`config.mk`:
```
export PLATFORM = sky130hd
export DESIGN_NAME = pmboc_ctrl
export DESIGN_NICKNAME = d
export VERILOG_FILES = /design/src/include/pmboc_pkg.sv /design/src/rtl/pmboc_ctrl.sv
export SDC_FILE = /design/constraint.sdc
export NUM_CORES = 2
export LEC_CHECK = 0
export BUFFER_PORTS_ARGS = -buffer_cell sky130_fd_sc_hd__buf_4
export CAP_MARGIN = 20
export CORE_MARGIN = 2
export CORE_UTILIZATION = 56
export DETAILED_ROUTE_END_ITERATION = 8
export PLACE_DENSITY = 0.76
export SLEW_MARGIN = 20
export SYNTH_ARGS = -nofsm -noshare
export SYNTH_HDL_FRONTEND = slang
export SYNTH_SLANG_ARGS = --single-unit
```
`constraint.sdc`:
```
create_clock -name ref_clk_in -period 11.45 [get_ports ref_clk_in]
set_input_delay 2.29 -clock ref_clk_in [delete_from_list [all_inputs] [get_ports ref_clk_in]]
set_output_delay 2.29 -clock ref_clk_in [all_outputs]
set_load 0.05 [all_outputs]
```
`src/include/pmboc_pkg.sv`:
```
// Command codes, field layouts, reset values and types for the output control block
package pmboc_pkg;

  // Bus command codes
  localparam logic [7:0] CMD_OPERATION = 8'h01;
  localparam logic [7:0] CMD_ON_OFF = 8'h02;
  localparam logic [7:0] CMD_CLEAR = 8'h03;
  localparam logic [7:0] CMD_STORE_ALL = 8'h11;
  localparam logic [7:0] CMD_TRIM = 8'h22;
  localparam logic [7:0] CMD_MARGIN_HIGH = 8'h25;
  localparam logic [7:0] CMD_MARGIN_LOW = 8'h26;
  localparam logic [7:0] CMD_SCALE_LOOP = 8'h29;
  localparam logic [7:0] CMD_OC_WARN = 8'h4a;
  localparam logic [7:0] CMD_RISE = 8'h61;
  localparam logic [7:0] CMD_STATUS_BYTE = 8'h78;
  localparam logic [7:0] CMD_STATUS_TEMP = 8'h7d;
  localparam logic [7:0] CMD_STATUS_CML = 8'h7e;

  // Operation byte fields
  localparam int OP_ENABLE_BIT = 7;
  localparam int OP_MARGIN_MSB = 5;
  localparam int OP_MARGIN_LSB = 2;
  localparam logic [3:0] MG_LOW_IGNORE = 4'h5;
  localparam logic [3:0] MG_LOW_ACT = 4'h6;
  localparam logic [3:0] MG_HIGH_IGNORE = 4'h9;
  localparam logic [3:0] MG_HIGH_ACT = 4'ha;

  // On/off source configuration fields
  localparam int CFG_POWER_UP = 4;
  localparam int CFG_OBEY_CMD = 3;
  localparam int CFG_PIN_RESPOND = 2;
  localparam int CFG_PIN_POLARITY = 1;
  localparam logic [7:0] ONOFF_RESET = 8'h17;
  localparam logic [7:0] ONOFF_WMASK = 8'h1e;
  localparam logic [7:0] ONOFF_RO_ONE = 8'h01;

  // Fixed linear-format exponents
  localparam logic [4:0] EXP_RISE = 5'h1c;
  localparam logic [4:0] EXP_SCALE = 5'h17;
  localparam logic [4:0] EXP_OC = 5'h1f;

  localparam logic [10:0] SCALE_DEFAULT = 11'h100;
  localparam logic [10:0] SCALE_MAX = 11'h200;
  localparam logic [5:0] OC_WARN_DEFAULT = 6'h32;
  localparam logic [10:0] RISE_MANT [0:7] = '{11'h00a, 11'h00e, 11'h013, 11'h01d,
                                              11'h02b, 11'h043, 11'h060, 11'h090};

  // Reference in units of 2^-19 V: 600 mV nominal, 25 % of it as trim limit
  localparam logic signed [31:0] VREF_NOM_CODE = 32'sh0004_cccd;
  localparam logic signed [27:0] TRIM_LIMIT = 28'sh001_3333;

  // Status bit positions
  localparam int SB_CML = 1;
  localparam int SB_TEMP = 2;
  localparam int ST_OT_FAULT = 7;
  localparam int ST_OT_WARN = 6;

  // Synchroniser lanes
  localparam int SI_SCL = 0;
  localparam int SI_SDA = 1;
  localparam int SI_PIN = 2;
  localparam int SI_PWR = 3;
  localparam int SI_OTF = 4;
  localparam int SI_OTW = 5;
  localparam int NSYNC = 6;

  typedef enum logic [2:0] {
    ST_IDLE = 3'h0, ST_RX = 3'h1, ST_RACK = 3'h3, ST_TX = 3'h2, ST_TACK = 3'h6
  } pmboc_state_t;

  typedef enum logic [1:0] {MARGIN_OFF = 2'h0, MARGIN_LOW = 2'h1, MARGIN_HIGH = 2'h2} pmboc_margin_t;

  // Communication fault flags, msb first as they sit in the status byte
  typedef struct packed {
    logic bad_cmd;
    logic bad_data;
    logic pec_err;
  } pmboc_cml_t;

endpackage : pmboc_pkg

```
`src/rtl/pmboc_ctrl.sv`:
```
// Bus-controlled output enable, margin, trim and soft-start logic of the power module
`timescale 1ns/1ns
`default_nettype none

module pmboc_ctrl
  import pmboc_pkg::*;
#(
  parameter logic [7:0] OPERATION_DEFAULT = 8'h80,
  parameter logic [15:0] MARGIN_HIGH_DEFAULT = 16'h0000,
  parameter logic [15:0] MARGIN_LOW_DEFAULT = 16'h0000,
  parameter logic [2:0] RISE_DEFAULT = 3'h3
) (
  input wire logic ref_clk_in,
  input wire logic rst_n_in,
  input wire logic scl_in,
  input wire logic sda_in,
  input wire logic [6:0] addr_strap_in,
  input wire logic on_off_pin_in,
  input wire logic power_present_in,
  input wire logic ot_fault_in,
  input wire logic ot_warn_in,
  output var logic sda_out,
  output var logic sda_oe_n_out,
  output var logic alert_out,
  output var logic alert_oe_n_out,
  output var logic output_enable_out,
  output var logic [1:0] margin_sel_out,
  output var logic margin_act_fault_out,
  output var logic signed [31:0] vref_code_out,
  output var logic [2:0] rise_time_sel_out,
  output var logic [5:0] oc_warn_limit_out,
  output var logic store_pulse_out,
  output var logic [15:0] nv_margin_high_out,
  output var logic [15:0] nv_margin_low_out
);

  ////////////////////////////////////////////////////////////////////////////
  // Input synchronisers: a lane changes only once stages two and three agree

  logic [NSYNC-1:0] raw_in;
  logic [NSYNC-1:0] sync1;
  logic [NSYNC-1:0] sync2;
  logic [NSYNC-1:0] sync3;
  logic [NSYNC-1:0] filt;

  assign raw_in = {ot_warn_in, ot_fault_in, power_present_in, on_off_pin_in, sda_in, scl_in};

  for (genvar i = 0; i < NSYNC; i++) begin : g_sync
    always_ff @(posedge ref_clk_in or negedge rst_n_in) begin
      if (!rst_n_in) begin
        sync1[i] <= 1'b0;
        sync2[i] <= 1'b0;
        sync3[i] <= 1'b0;
        filt[i] <= 1'b0;
      end else begin
        sync1[i] <= raw_in[i];
        sync2[i] <= sync1[i];
        sync3[i] <= sync2[i];
        if (sync2[i] == sync3[i]) begin
          filt[i] <= sync3[i];
        end
      end
    end
  end

  logic prev_scl;
  logic prev_sda;
  logic [6:0] dev_addr;
  logic addr_taken;

  always_ff @(posedge ref_clk_in or negedge rst_n_in) begin
    if (!rst_n_in) begin
      prev_scl <= 1'b0;
      prev_sda <= 1'b0;
    end else begin
      prev_scl <= filt[SI_SCL];
      prev_sda <= filt[SI_SDA];
    end
  end

  // Address straps are caught once, on the first edge after reset release
  always_ff @(posedge ref_clk_in or negedge rst_n_in) begin
    if (!rst_n_in) begin
      dev_addr <= 7'h00;
      addr_taken <= 1'b0;
    end else if (!addr_taken) begin
      dev_addr <= addr_strap_in;
      addr_taken <= 1'b1;
    end
  end

  logic scl_rise;
  logic scl_fall;
  logic start_det;
  logic stop_det;

  assign scl_rise = filt[SI_SCL] & ~prev_scl;
  assign scl_fall = ~filt[SI_SCL] & prev_scl;
  assign start_det = filt[SI_SCL] & prev_scl & prev_sda & ~filt[SI_SDA];
  assign stop_det = filt[SI_SCL] & prev_scl & ~prev_sda & filt[SI_SDA];

  function automatic logic [7:0] crc8_upd(input logic [7:0] crc, input logic [7:0] data);
    logic [7:0] c;
    c = crc ^ data;
    for (int k = 0; k < 8; k++) begin
      c = c[7] ? ({c[6:0], 1'b0} ^ 8'h07) : {c[6:0], 1'b0};
    end
    return c;
  endfunction : crc8_upd

  ////////////////////////////////////////////////////////////////////////////
  // Register state and command decode

  logic [7:0] op;
  logic [7:0] onoff;
  logic [10:0] scale_m;
  logic [15:0] trim;
  logic [15:0] trim_applied;
  logic [15:0] margin_high;
  logic [15:0] margin_low;
  pmboc_cml_t cml;
  logic ot_fault_seen;
  logic ot_warn_seen;

  logic [7:0] cmd;
  logic [7:0] wbuf [0:2];
  logic [15:0] wword;
  logic [1:0] wr_len;
  logic wr_ok;
  logic [1:0] rd_len;
  logic [15:0] rd_word;

  assign wword = {wbuf[1], wbuf[0]};

  always_comb begin
    wr_ok = 1'b1;
    wr_len = 2'h2;
    rd_len = 2'h2;
    rd_word = 16'h0000;
    case (cmd)
      CMD_OPERATION: begin
        wr_len = 2'h1;
        rd_len = 2'h1;
        rd_word = {8'h00, op};
      end
      CMD_ON_OFF: begin
        wr_len = 2'h1;
        rd_len = 2'h1;
        rd_word = {8'h00, onoff};
      end
      CMD_CLEAR, CMD_STORE_ALL: begin
        wr_len = 2'h0;
        rd_len = 2'h0;
      end
      CMD_RISE: rd_word = {EXP_RISE, RISE_MANT[rise_time_sel_out]};
      CMD_SCALE_LOOP: rd_word = {EXP_SCALE, scale_m};
      CMD_TRIM: rd_word = trim;
      CMD_MARGIN_HIGH: rd_word = margin_high;
      CMD_MARGIN_LOW: rd_word = margin_low;
      CMD_OC_WARN: rd_word = {EXP_OC, 5'h00, oc_warn_limit_out};
      CMD_STATUS_BYTE: begin
        wr_ok = 1'b0;
        rd_len = 2'h1;
        rd_word[SB_CML] = |cml;
        rd_word[SB_TEMP] = ot_fault_seen | ot_warn_seen;
      end
      CMD_STATUS_TEMP: begin
        wr_ok = 1'b0;
        rd_len = 2'h1;
        rd_word[ST_OT_FAULT] = ot_fault_seen;
        rd_word[ST_OT_WARN] = ot_warn_seen;
      end
      CMD_STATUS_CML: begin
        wr_ok = 1'b0;
        rd_len = 2'h1;
        rd_word = {8'h00, cml, 5'h00};
      end
      default: begin
        wr_ok = 1'b0;
        rd_len = 2'h0;
      end
    endcase
  end

  ////////////////////////////////////////////////////////////////////////////
  // Bus slave: bit engine, packet check and write commit at stop

  pmboc_state_t state;
  logic [3:0] bitcnt;
  logic [7:0] shreg;
  logic is_addr;
  logic rd_mode;
  logic in_txn;
  logic [2:0] wr_n;
  logic [1:0] tx_n;
  logic [7:0] crc;
  logic [7:0] tx_byte;
  logic [2:0] need_n;
  logic commit_p;
  logic ev_bad_cmd;
  logic ev_bad_len;
  logic ev_pec;

  assign need_n = {1'b0, wr_len} + 3'h2;

  always_comb begin
    if (tx_n < rd_len) begin
      tx_byte = (tx_n == 2'h0) ? rd_word[7:0] : rd_word[15:8];
    end else if (tx_n == rd_len) begin
      tx_byte = crc;
    end else begin
      tx_byte = 8'hff;
    end
  end

  always_ff @(posedge ref_clk_in or negedge rst_n_in) begin
    if (!rst_n_in) begin
      state <= ST_IDLE;
      bitcnt <= 4'h0;
      shreg <= 8'h00;
      is_addr <= 1'b0;
      rd_mode <= 1'b0;
      in_txn <= 1'b0;
      wr_n <= 3'h0;
      tx_n <= 2'h0;
      crc <= 8'h00;
      cmd <= 8'h00;
      wbuf <= '{8'h00, 8'h00, 8'h00};
      sda_oe_n_out <= 1'b1;
      commit_p <= 1'b0;
      ev_bad_cmd <= 1'b0;
      ev_bad_len <= 1'b0;
      ev_pec <= 1'b0;
    end else begin
      commit_p <= 1'b0;
      ev_bad_cmd <= 1'b0;
      ev_bad_len <= 1'b0;
      ev_pec <= 1'b0;
      if (start_det) begin
        state <= ST_RX;
        bitcnt <= 4'h0;
        is_addr <= 1'b1;
        sda_oe_n_out <= 1'b1;
        if (!in_txn) begin
          crc <= 8'h00;
          wr_n <= 3'h0;
        end
      end else if (stop_det) begin
        state <= ST_IDLE;
        sda_oe_n_out <= 1'b1;
        in_txn <= 1'b0;
        if (in_txn && !rd_mode && wr_n != 3'h0) begin
          if (!wr_ok) begin
            ev_bad_cmd <= 1'b1;
          end else if (wr_n == need_n && crc == 8'h00) begin
            commit_p <= 1'b1;
          end else if (wr_n == need_n || wr_n == need_n - 3'h1) begin
            ev_pec <= 1'b1;
          end else begin
            ev_bad_len <= 1'b1;
          end
        end
      end else begin
        case (state)
          ST_RX: begin
            if (scl_rise) begin
              shreg <= {shreg[6:0], filt[SI_SDA]};
              bitcnt <= bitcnt + 4'h1;
            end else if (scl_fall && bitcnt == 4'h8) begin
              is_addr <= 1'b0;
              if (is_addr && shreg[7:1] != dev_addr) begin
                state <= ST_IDLE;
              end else begin
                state <= ST_RACK;
                sda_oe_n_out <= 1'b0;
                crc <= crc8_upd(crc, shreg);
                if (is_addr) begin
                  rd_mode <= shreg[0];
                  in_txn <= 1'b1;
                  tx_n <= 2'h0;
                  if (shreg[0] && rd_len == 2'h0) begin
                    ev_bad_cmd <= 1'b1;
                  end
                end else begin
                  if (wr_n == 3'h0) begin
                    cmd <= shreg;
                  end else if (wr_n <= 3'h3) begin
                    wbuf[2'(wr_n - 3'h1)] <= shreg;
                  end
                  if (wr_n != 3'h7) begin
                    wr_n <= wr_n + 3'h1;
                  end
                end
              end
            end
          end
          ST_RACK, ST_TACK: begin
            if (state == ST_TACK && scl_rise && filt[SI_SDA]) begin
              state <= ST_IDLE;  // Master ended the read with a nack
            end else if (scl_fall) begin
              bitcnt <= 4'h0;
              if (rd_mode) begin
                state <= ST_TX;
                shreg <= tx_byte;
                sda_oe_n_out <= tx_byte[7];
                if (tx_n < rd_len) begin
                  crc <= crc8_upd(crc, tx_byte);
                end
                if (tx_n != 2'h3) begin
                  tx_n <= tx_n + 2'h1;
                end
              end else begin
                state <= ST_RX;
                sda_oe_n_out <= 1'b1;
              end
            end
          end
          ST_TX: begin
            if (scl_fall) begin
              if (bitcnt == 4'h7) begin
                state <= ST_TACK;
                sda_oe_n_out <= 1'b1;
              end else begin
                shreg <= {shreg[6:0], 1'b0};
                sda_oe_n_out <= shreg[6];
                bitcnt <= bitcnt + 4'h1;
              end
            end
          end
          default: state <= ST_IDLE;
        endcase
      end
    end
  end

  ////////////////////////////////////////////////////////////////////////////
  // Write checks and configuration registers

  logic [7:0] rise_hit;
  logic [2:0] rise_idx;
  logic signed [27:0] trim_prod;
  logic trim_ok;
  logic [3:0] wr_margin;
  logic op_ok;
  logic data_ok;
  logic ev_bad_data;

  for (genvar k = 0; k < 8; k++) begin : g_rise
    assign rise_hit[k] = (wword[10:0] == RISE_MANT[k]);
  end

  always_comb begin
    rise_idx = 3'h0;
    for (int k = 0; k < 8; k++) begin
      if (rise_hit[k]) begin
        rise_idx = 3'(k);
      end
    end
  end

  assign trim_prod = $signed(wword) * $signed({1'b0, scale_m});
  assign trim_ok = (wword[15] == wword[14]) && (trim_prod <= TRIM_LIMIT)
                   && (trim_prod >= -TRIM_LIMIT);
  assign wr_margin = wbuf[0][OP_MARGIN_MSB:OP_MARGIN_LSB];
  assign op_ok = (wr_margin[3:2] == 2'h0) || (wr_margin == MG_LOW_IGNORE)
                 || (wr_margin == MG_LOW_ACT) || (wr_margin == MG_HIGH_IGNORE)
                 || (wr_margin == MG_HIGH_ACT);

  always_comb begin
    case (cmd)
      CMD_OPERATION: data_ok = op_ok;
      CMD_RISE: data_ok = (wword[15:11] == EXP_RISE) && (|rise_hit);
      CMD_SCALE_LOOP: data_ok = (wword[15:11] == EXP_SCALE) && (wword[10:0] != 11'h000)
                                && (wword[10:0] <= SCALE_MAX);
      CMD_MARGIN_HIGH, CMD_MARGIN_LOW: data_ok = ~wword[15];
      CMD_OC_WARN: data_ok = (wword[15:11] == EXP_OC) && (wword[10:6] == 5'h00);
      CMD_TRIM: data_ok = trim_ok;
      default: data_ok = 1'b1;
    endcase
  end

  assign ev_bad_data = commit_p & ~data_ok;

  always_ff @(posedge ref_clk_in or negedge rst_n_in) begin
    if (!rst_n_in) begin
      op <= OPERATION_DEFAULT;
      onoff <= ONOFF_RESET;
      scale_m <= SCALE_DEFAULT;
      trim <= 16'h0000;
      trim_applied <= 16'h0000;
      margin_high <= MARGIN_HIGH_DEFAULT;
      margin_low <= MARGIN_LOW_DEFAULT;
      rise_time_sel_out <= RISE_DEFAULT;
      oc_warn_limit_out <= OC_WARN_DEFAULT;
    end else if (commit_p) begin
      case (cmd)
        CMD_OPERATION: if (data_ok) op <= wbuf[0];
        CMD_ON_OFF: onoff <= (wbuf[0] & ONOFF_WMASK) | ONOFF_RO_ONE;
        CMD_RISE: if (data_ok) rise_time_sel_out <= rise_idx;
        CMD_SCALE_LOOP: if (data_ok) scale_m <= wword[10:0];
        CMD_MARGIN_HIGH: if (data_ok) margin_high <= wword;
        CMD_MARGIN_LOW: if (data_ok) margin_low <= wword;
        CMD_OC_WARN: if (data_ok) oc_warn_limit_out <= wword[5:0];
        CMD_TRIM: begin
          trim <= wword;
          trim_applied <= trim_ok ? wword : 16'h0000;
        end
        default: ;
      endcase
    end
  end

  // Margins are copied only on the store command; reload from storage lies outside
  always_ff @(posedge ref_clk_in or negedge rst_n_in) begin
    if (!rst_n_in) begin
      nv_margin_high_out <= MARGIN_HIGH_DEFAULT;
      nv_margin_low_out <= MARGIN_LOW_DEFAULT;
      store_pulse_out <= 1'b0;
    end else begin
      store_pulse_out <= commit_p && cmd == CMD_STORE_ALL;
      if (commit_p && cmd == CMD_STORE_ALL) begin
        nv_margin_high_out <= margin_high;
        nv_margin_low_out <= margin_low;
      end
    end
  end

  ////////////////////////////////////////////////////////////////////////////
  // Sticky status flags and alert; an event in the clearing cycle survives

  logic clear_p;

  assign clear_p = commit_p && cmd == CMD_CLEAR;

  always_ff @(posedge ref_clk_in or negedge rst_n_in) begin
    if (!rst_n_in) begin
      cml <= '0;
      ot_fault_seen <= 1'b0;
      ot_warn_seen <= 1'b0;
      alert_out <= 1'b0;
      alert_oe_n_out <= 1'b1;
      sda_out <= 1'b0;
    end else begin
      cml.bad_cmd <= ev_bad_cmd | (cml.bad_cmd & ~clear_p);
      cml.bad_data <= ev_bad_data | ev_bad_len | (cml.bad_data & ~clear_p);
      cml.pec_err <= ev_pec | (cml.pec_err & ~clear_p);
      ot_fault_seen <= filt[SI_OTF] | (ot_fault_seen & ~clear_p);
      ot_warn_seen <= filt[SI_OTW] | (ot_warn_seen & ~clear_p);
      alert_oe_n_out <= ~(|cml | ot_fault_seen | ot_warn_seen);
      alert_out <= 1'b0;
      sda_out <= 1'b0;
    end
  end

  ////////////////////////////////////////////////////////////////////////////
  // Output enable, margin selection and reference setpoint

  logic pin_active;
  logic next_enable;
  pmboc_margin_t next_margin;
  logic [3:0] op_margin;
  logic signed [16:0] mg_sum;
  logic signed [28:0] mg_prod;
  logic signed [27:0] trim_term;
  logic signed [31:0] next_vref;

  assign pin_active = ~(filt[SI_PIN] ^ onoff[CFG_PIN_POLARITY]);
  assign op_margin = op[OP_MARGIN_MSB:OP_MARGIN_LSB];

  always_comb begin
    next_enable = filt[SI_PWR];
    if (onoff[CFG_POWER_UP]) begin
      if (onoff[CFG_OBEY_CMD] && !op[OP_ENABLE_BIT]) begin
        next_enable = 1'b0;
      end
      if (onoff[CFG_PIN_RESPOND] && !pin_active) begin
        next_enable = 1'b0;
      end
    end
  end

  always_comb begin
    case (op_margin)
      MG_LOW_IGNORE, MG_LOW_ACT: next_margin = MARGIN_LOW;
      MG_HIGH_IGNORE, MG_HIGH_ACT: next_margin = MARGIN_HIGH;
      default: next_margin = MARGIN_OFF;
    endcase
  end

  // Reference in 2^-19 V: (volts at 2^-10) times divider mantissa at 2^-9
  assign mg_sum = (next_margin == MARGIN_HIGH) ? $signed({margin_high[15], margin_high})
                  + $signed({trim_applied[15], trim_applied})
                  : $signed({margin_low[15], margin_low})
                  + $signed({trim_applied[15], trim_applied});
  assign mg_prod = mg_sum * $signed({1'b0, scale_m});
  assign trim_term = $signed(trim_applied) * $signed({1'b0, scale_m});

  always_comb begin
    if (next_margin == MARGIN_OFF) begin
      next_vref = VREF_NOM_CODE + 32'(trim_term);
    end else begin
      next_vref = 32'(mg_prod);
    end
  end

  always_ff @(posedge ref_clk_in or negedge rst_n_in) begin
    if (!rst_n_in) begin
      output_enable_out <= 1'b0;
      margin_sel_out <= MARGIN_OFF;
      margin_act_fault_out <= 1'b0;
      vref_code_out <= VREF_NOM_CODE;
    end else begin
      output_enable_out <= next_enable;
      margin_sel_out <= next_margin;
      margin_act_fault_out <= (next_margin != MARGIN_OFF) && op[3];
      vref_code_out <= next_vref;
    end
  end

endmodule : pmboc_ctrl

`default_nettype wire

```
# After elaboration in Yosys (flattened, before gate mapping)
# Memory sizes are Yosys's and may differ from the RTL's.
# Index checks and enable logic that the tools add are counted.
# op_classes
n_addsub	9
n_mul	3
order_cmp	8
n_eq_ne	88
n_mux	151
n_bitwise	57
reduce_logical	79
# ops
cell	count
$mux W8	20
$mux W3	39
$mul A16 B12 Y28	2
$mux W1	53
$not A3 Y3	16
$pmux W8 S6	1
$eq A8 B7 Y1 const B	5
$add A16 B16 Y17	2
$ne A2 B2 Y1 const B	17
$ne A3 B3 Y1 const B	11
$eq A8 B6 Y1 const B	4
$mux W32	1
$add A20 B28 Y29 const A	1
$mul A17 B12 Y29	1
$ge A28 B18 Y1 const B	1
$le A28 B18 Y1 const B	1
$mux W4	7
$ne A4 B4 Y1 const B	7
$pmux W3 S9	1
$bwmux W24	1
$pmux W8 S3	1
$eq A11 B4 Y1 const B	2
$eq A11 B5 Y1 const B	2
$eq A11 B7 Y1 const B	2
79 further kinds	197
# totals
regBits	273
rom_bits	88
in_bits	15
output_inout_bits	82
mem_count	1
# memory_table
memory	words	word_bits	rd	rd_ports_with_merged_regs	wr	line	text
(no name shown)	8	11	1	0	0	pmboc_ctrl.sv:155	CMD_RISE: rd_word = {EXP_RISE, RISE_MANT[rise_time_sel_out]};

# Logic depth before layout (Yosys ltp)
# logic_depth
depth_word	31
mapped_depth	41
mapped_depth_nobuf	39

# Worst setup path after synthesis
# No wires, ideal clock.
# synth_timing
kind	register to register
startpoint	register op[3]
endpoint	register vref_code_out[30]
setup_ns	0.136
arrival_time_ns	8.223
path_slack_ns	3.090
path_stages_with_launch	35
synth_period_minus_slack_ns	8.360
path_cell_list	dfrtp_1 xnor2_1 or3b_2 clkbuf_1 inv_2 buf_1 nand2_1 nand2_1 ha_1 nor2b_1 o21ai_0 a21boi_0 o21ai_0 a21boi_0 o21ai_0 a21o_1 a31oi_1 a41o_1 o31ai_1 clkbuf_1 nand2_1 fa_1 fa_1 fa_1 fa_1 fa_1 inv_1 ha_1 or3_1 o21ai_0 a311oi_1 nor3b_1 a21oi_1 xnor2_1 mux2i_1
# synth_between
elab_chain_cells	7
# synth_rtl
element	line	text
from (decl)	pmboc_ctrl.sv:114	logic [7:0] op;
from (signal assigned)	pmboc_ctrl.sv:397	CMD_OPERATION: if (data_ok) op <= wbuf[0];
$eq A4 B4 Y1 / $eq A4 B3 Y1 (equally long branches)	pmboc_ctrl.sv:483	case (op_margin)
$reduce_or A2 Y1	pmboc_ctrl.sv:483	
$pmux W2 S2 (*)	pmboc_ctrl.sv:483	
named net next_margin[1]	pmboc_ctrl.sv:460	pmboc_margin_t next_margin;
$eq A2 B2 Y1	pmboc_ctrl.sv:491	assign mg_sum = (next_margin == MARGIN_HIGH) ? $signed({margin_high[15], margin_high})
$mux W17	pmboc_ctrl.sv:491	
$mul A17 B12 Y29	pmboc_ctrl.sv:495	assign mg_prod = mg_sum * $signed({1'b0, scale_m});
$mux W32 (*)	pmboc_ctrl.sv:499	if (next_margin == MARGIN_OFF) begin
to (signal assigned)	pmboc_ctrl.sv:516	vref_code_out <= next_vref;
to (decl)	pmboc_ctrl.sv:29	output var logic signed [31:0] vref_code_out,
# The timed path passes the listed nets; every way through them passes the cells marked *.
# A chain may end at the register's enable or synchronous reset.

# Worst setup path in the final report
# layout_timing
startpoint	register op[3]
endpoint	register vref_code_out[30]
# layout_between
elab_chain_cells	7
# layout_rtl
element	line
$eq A4 B4 Y1 / $eq A4 B3 Y1 (equally long branches)	pmboc_ctrl.sv:483
$reduce_or A2 Y1	pmboc_ctrl.sv:483
$pmux W2 S2 (*)	pmboc_ctrl.sv:483
$eq A2 B2 Y1	pmboc_ctrl.sv:491
$mux W17	pmboc_ctrl.sv:491
$mul A17 B12 Y29	pmboc_ctrl.sv:495
$mux W32 (*)	pmboc_ctrl.sv:499
# Mark *: on every way between the ends. The rest lies on a longest branch, timed or not.

==> PnR_summary.wiki <==
{| class="wikitable"
! Metric !! Value
|-
| Met2 GRT Util || 46.51%
|-
| Maximum VDD drop || between 0.1 and 0.15 mV
|-
| Residual antenna-violating net count after detailed routing || 0
|-
| Switching pwr || between 0.5 and 0.6 mW
|-
| Unrepaired setup endpoints after global routing || false
|-
| Worst hold path depth || 0
|-
| Worst-case register-to-register setup slack || around 1.7 ns
|-
| Cells resized by post-CTS repair || 0
|-
| Finish-stage setup viols || 0
|-
| First-pass GRT wire length || roughly 140000 um
|-
| Sw frac || between 20% and 30%
|-
| Clock network fraction of design power || a little over half
|-
| Global-route track usage on met1 || 36.78%
|-
| Chip height || about 250 um
|-
| Number of sinks on the clock net || 262
|-
| Die X-Extent || between 200 and 250 um
|-
| Crit path launch type || flop
|-
| Fin Setup TNS || 0 ns
|-
| Via count normalized by instance count || between 5 and 6
|-
| Number of I/O port buffers || 94
|-
| Mean routed wirelength per cell || about 19 um
|-
| Crit share post-route || 85.00%
|-
| Highest-count cells in the layout ignoring fill and taps || nand2_1 (644), inv_1 (644), fa_1 (504)
|-
| Most Frequent Cell on Critical Path || fa_1
|-
| Antenna diode count || 0
|-
| HPWL reported at the end of detailed placement || between 60000 and 70000 um
|-
| Worst min-delay path category || flop to flop
|-
| CTS Root Cell || clkbuf_16
|-
| Syn Area/Cell || ~9 um^2
|-
| Maximum achievable frequency || roughly 0.10 GHz
|-
| Critical path peak fanout || 19
|-
| Layout-stage area growth over the synthesis result || 7.301%
|-
| First-iteration detailed-routing DRC count || ~1600
|-
| Maximum number of pins on one net before global-route repair || 78
|-
| Arrival time of the worst setup path || 10.15 ns
|-
| DRC viols || 0
|-
| Global Route Usage Sum || 28.09%
|-
| Crit path max-delay family || adder cells
|-
| Gr ovfl total || 0
|-
| CTS clock-pin slew for the worst setup and hold paths || around 0.06 ns
|-
| Synth unique cells || 81
|-
| Library cell with the largest summed area after synthesis || fa_1
|-
| Max_slew headroom || 27.51%
|-
| Pin slew with the least headroom to its limit || between 1 and 1.5 ns
|-
| Post-synth top flop || dfrtp_1
|-
| Final critical path time including I/O delays and setup || slightly below 10 ns
|-
| Cts-stage hold buffer count || 0
|-
| Type of destination of the critical path || flop
|-
| Number of warnings printed during yosys synthesis || 0
|-
| Worst flop-to-flop path endpoint || vref_code_out[30]$_DFF_PN0_
|-
| Crit path max-delay cell type || xnor2_1
|-
| Final critical-path setup slack || roughly 1.7 ns
|-
| Via total after detailed routing || ~26000
|-
| Cell Rows || 89
|-
| Relative contribution of combinational cells to total power || under 10%
|-
| Num CTS Buffers || 35
|-
| Worst-case hold path end point || sync2[2]$_DFF_PN0_
|-
| Worst Path Buf+Inv || 3
|-
| Clock latency at the later pin of the worst-skew pair || ~0.56 ns
|-
| Sequential Power Share || 43.2%
|-
| Total standard cell area after synthesis || about 0.034 mm^2
|-
| Routability congestion estimate from global placement || slightly below 1
|-
| Fin Clk Skew || roughly 0.016 ns
|-
| Fraction of layout instances using a drive strength above 1 || under 10%
|-
| Flop and latch count out of synthesis || between 200 and 300
|-
| Number of iterations in the first detailed-routing pass || 6
|-
| Launch point of the worst reg-to-reg path || op[3]$_DFFE_PN0P_
|-
| Largest stage delay on the critical path || between 0.8 and 0.9 ns
|-
| Floorplan die area || ~0.062 mm^2
|-
| Area of the core region || about 0.06 mm^2
|-
| Leading post-synthesis cells by cell area || fa_1 (30%), dfrtp_1 (18%), ha_1 (8.3%)
|-
| Setup Fix Bufs, Post-CTS || 0
|-
| Number of pins exceeding their max-slew limit in the final report || 0
|-
| Ys async rst share || 100.0%
|-
| Post-synth EDFFs || 0
|-
| Share of the synthesized area in the top cell type || between 30% and 40%
|-
| Worst Path Required || between 10 and 15 ns
|-
| Total internal power || approximately 1.7 mW
|-
| Number of global-route vias before repair || around 27000
|-
| GR met3 Demand/Resource || around 5%
|-
| Critical hold path startpoint || sync1[2]$_DFF_PN0_
|-
| Critical path class || flop to flop
|-
| Sequential element share of the synthesized area || 19.59%
|-
| Count of pins on the block boundary || between 90 and 100
|-
| Count of maximum capacitance violations || 0
|-
| CTS Buffer Depth || 3
|-
| Lkg Pwr || around 18 nW
|-
| Synthesized netlist cell count || roughly 3700
|-
| H-Tree Level Count || 2
|-
| Status || finished, final reports clean
|-
| Post-layout nets || about 4400
|-
| Initial antenna violation count || 2
|-
| Post-Route WL || between 80000 and 90000 um
|-
| Power density normalized to cell area || ~63 mW/mm^2
|-
| Worst reg2reg path depth || 36
|-
| Hold violation total from the final report || 0
|-
| Initial core utilization || ~57%
|-
| Busiest layer in global routing || met2
|-
| Filler cell count || 4972
|-
| Minimum setup slack after placement || between 1.5 and 2 ns
|-
| CTS tree || built
|}
-- Yosys cell counts, drive strengths merged (91+ instances only) --
| master | instances |
|---|---|
| inv | 645 |
| nand2 | 644 |
| fa | 504 |
| dfrtp | 240 |
| ha | 224 |
| and2 | 220 |
| clkbuf | 186 |
| o21ai | 133 |
| a21oi | 109 |
| nor2 | 107 |
| mux2 | 96 |
| xnor2 | 91 |
-- kinds of logic after synthesis --
logic type	Yosys count	synth area share, %
AOI/OAI and AO/OA	431	8.083
xor gates and xnor gates	141	3.675
adders and majority gates	735	38.57
buffers and inverters	847	9.579
DFF	262	19.59
muxes	113	3.723
other	2	0.02235
and+or+nand+nor	1199	16.76
-- metal layers --
layer | wire length [um] | part of all wire, %
met5 | 0 | 0
met4 | 3620 | 4.3
met3 | 5724 | 6.8
met2 | 40040 | 48
met1 | 34780 | 41
-- power groups by stage --
stage / Sequential [mW] / Clock (mW) / Combinational [mW]
2_1_floorplan: 0.975 / 0 / 0.0691
3_3_place_gp: 0.990 / 0 / 0.0945
3_5_place_dp: 0.991 / 0 / 0.0961
4_1_cts: 0.974 / 1.21 / 0.0966
5_1_grt: 0.976 / 1.25 / 0.110
6_report: 0.975 / 1.19 / 0.0954
-- sequential cells by signal, summed over array words and instances (netlist names), 11 cells and up --
register            flops
nv_margin_high_out     16
margin_high            16
wbuf                   16
vref_code_out          29
trim                   16
nv_margin_low_out      16
trim_applied           16
scale_m                11
margin_low             16
-- stage by stage --
step                power [mW]  util (%)  instances  instance area [um^2]  hold WS [ns]
floorplan                1.044         -       3731                 33610        0.3312
global placement         1.085     58.81       4431                 34770        0.3320
detailed placement       1.087     58.81       4431                 34770        0.3356
CTS                      2.285     60.96       4495                 36050        0.3489
global route             2.337     60.99       4495                 36060        0.3664
finish                   2.259     60.99       4495                 36060        0.3472
-- area by class of cell --
type,count,area (um^2),share of cell area (%)
Clock inverter,20,294.0,0.8154
Inverter,645,2421,6.714
Tap cell,773,967.2,2.682
Sequential cell,262,6584,18.26
Timing Repair Buffer,129,975.9,2.706
Multi-Input combinational cell,2622,23840,66.11
Clock buffer,44,979.7,2.717
-- worst register-to-register path, delay by kind of cell (launching register included) --
| family | cells | cell delay [ns] |
|---|---|---|
| multiplexers | 1 | 0.09 |
| buffers and inverters | 3 | 0.45 |
| AND/OR/NAND/NOR | 10 | 1.89 |
| AO/OA/AOI/OAI | 11 | 2.17 |
| flip-flops | 1 | 0.42 |
| XOR/XNOR | 3 | 1.14 |
| adder cells (fa/ha/maj) | 8 | 3.44 |
-- worst max path at each step --
| stage | to | startpoint | depth (start not counted) | slack (ns) |
|---|---|---|---|---|
| floorplan | vref_code_out[30]$_DFF_PN0_ | op[3]$_DFFE_PN0P_ | 34 | 3.09 |
| global placement | vref_code_out[30]$_DFF_PN0_ | op[3]$_DFFE_PN0P_ | 36 | 2.11 |
| detailed placement | vref_code_out[30]$_DFF_PN0_ | op[3]$_DFFE_PN0P_ | 36 | 1.79 |
| CTS | vref_code_out[30]$_DFF_PN0_ | op[3]$_DFFE_PN0P_ | 36 | 1.77 |
| global route | vref_code_out[30]$_DFF_PN0_ | op[3]$_DFFE_PN0P_ | 36 | 0.92 |
| finish | vref_code_out[30]$_DFF_PN0_ | op[3]$_DFFE_PN0P_ | 36 | 1.72 |
Note: power is estimated with default switching activity, not from simulation.
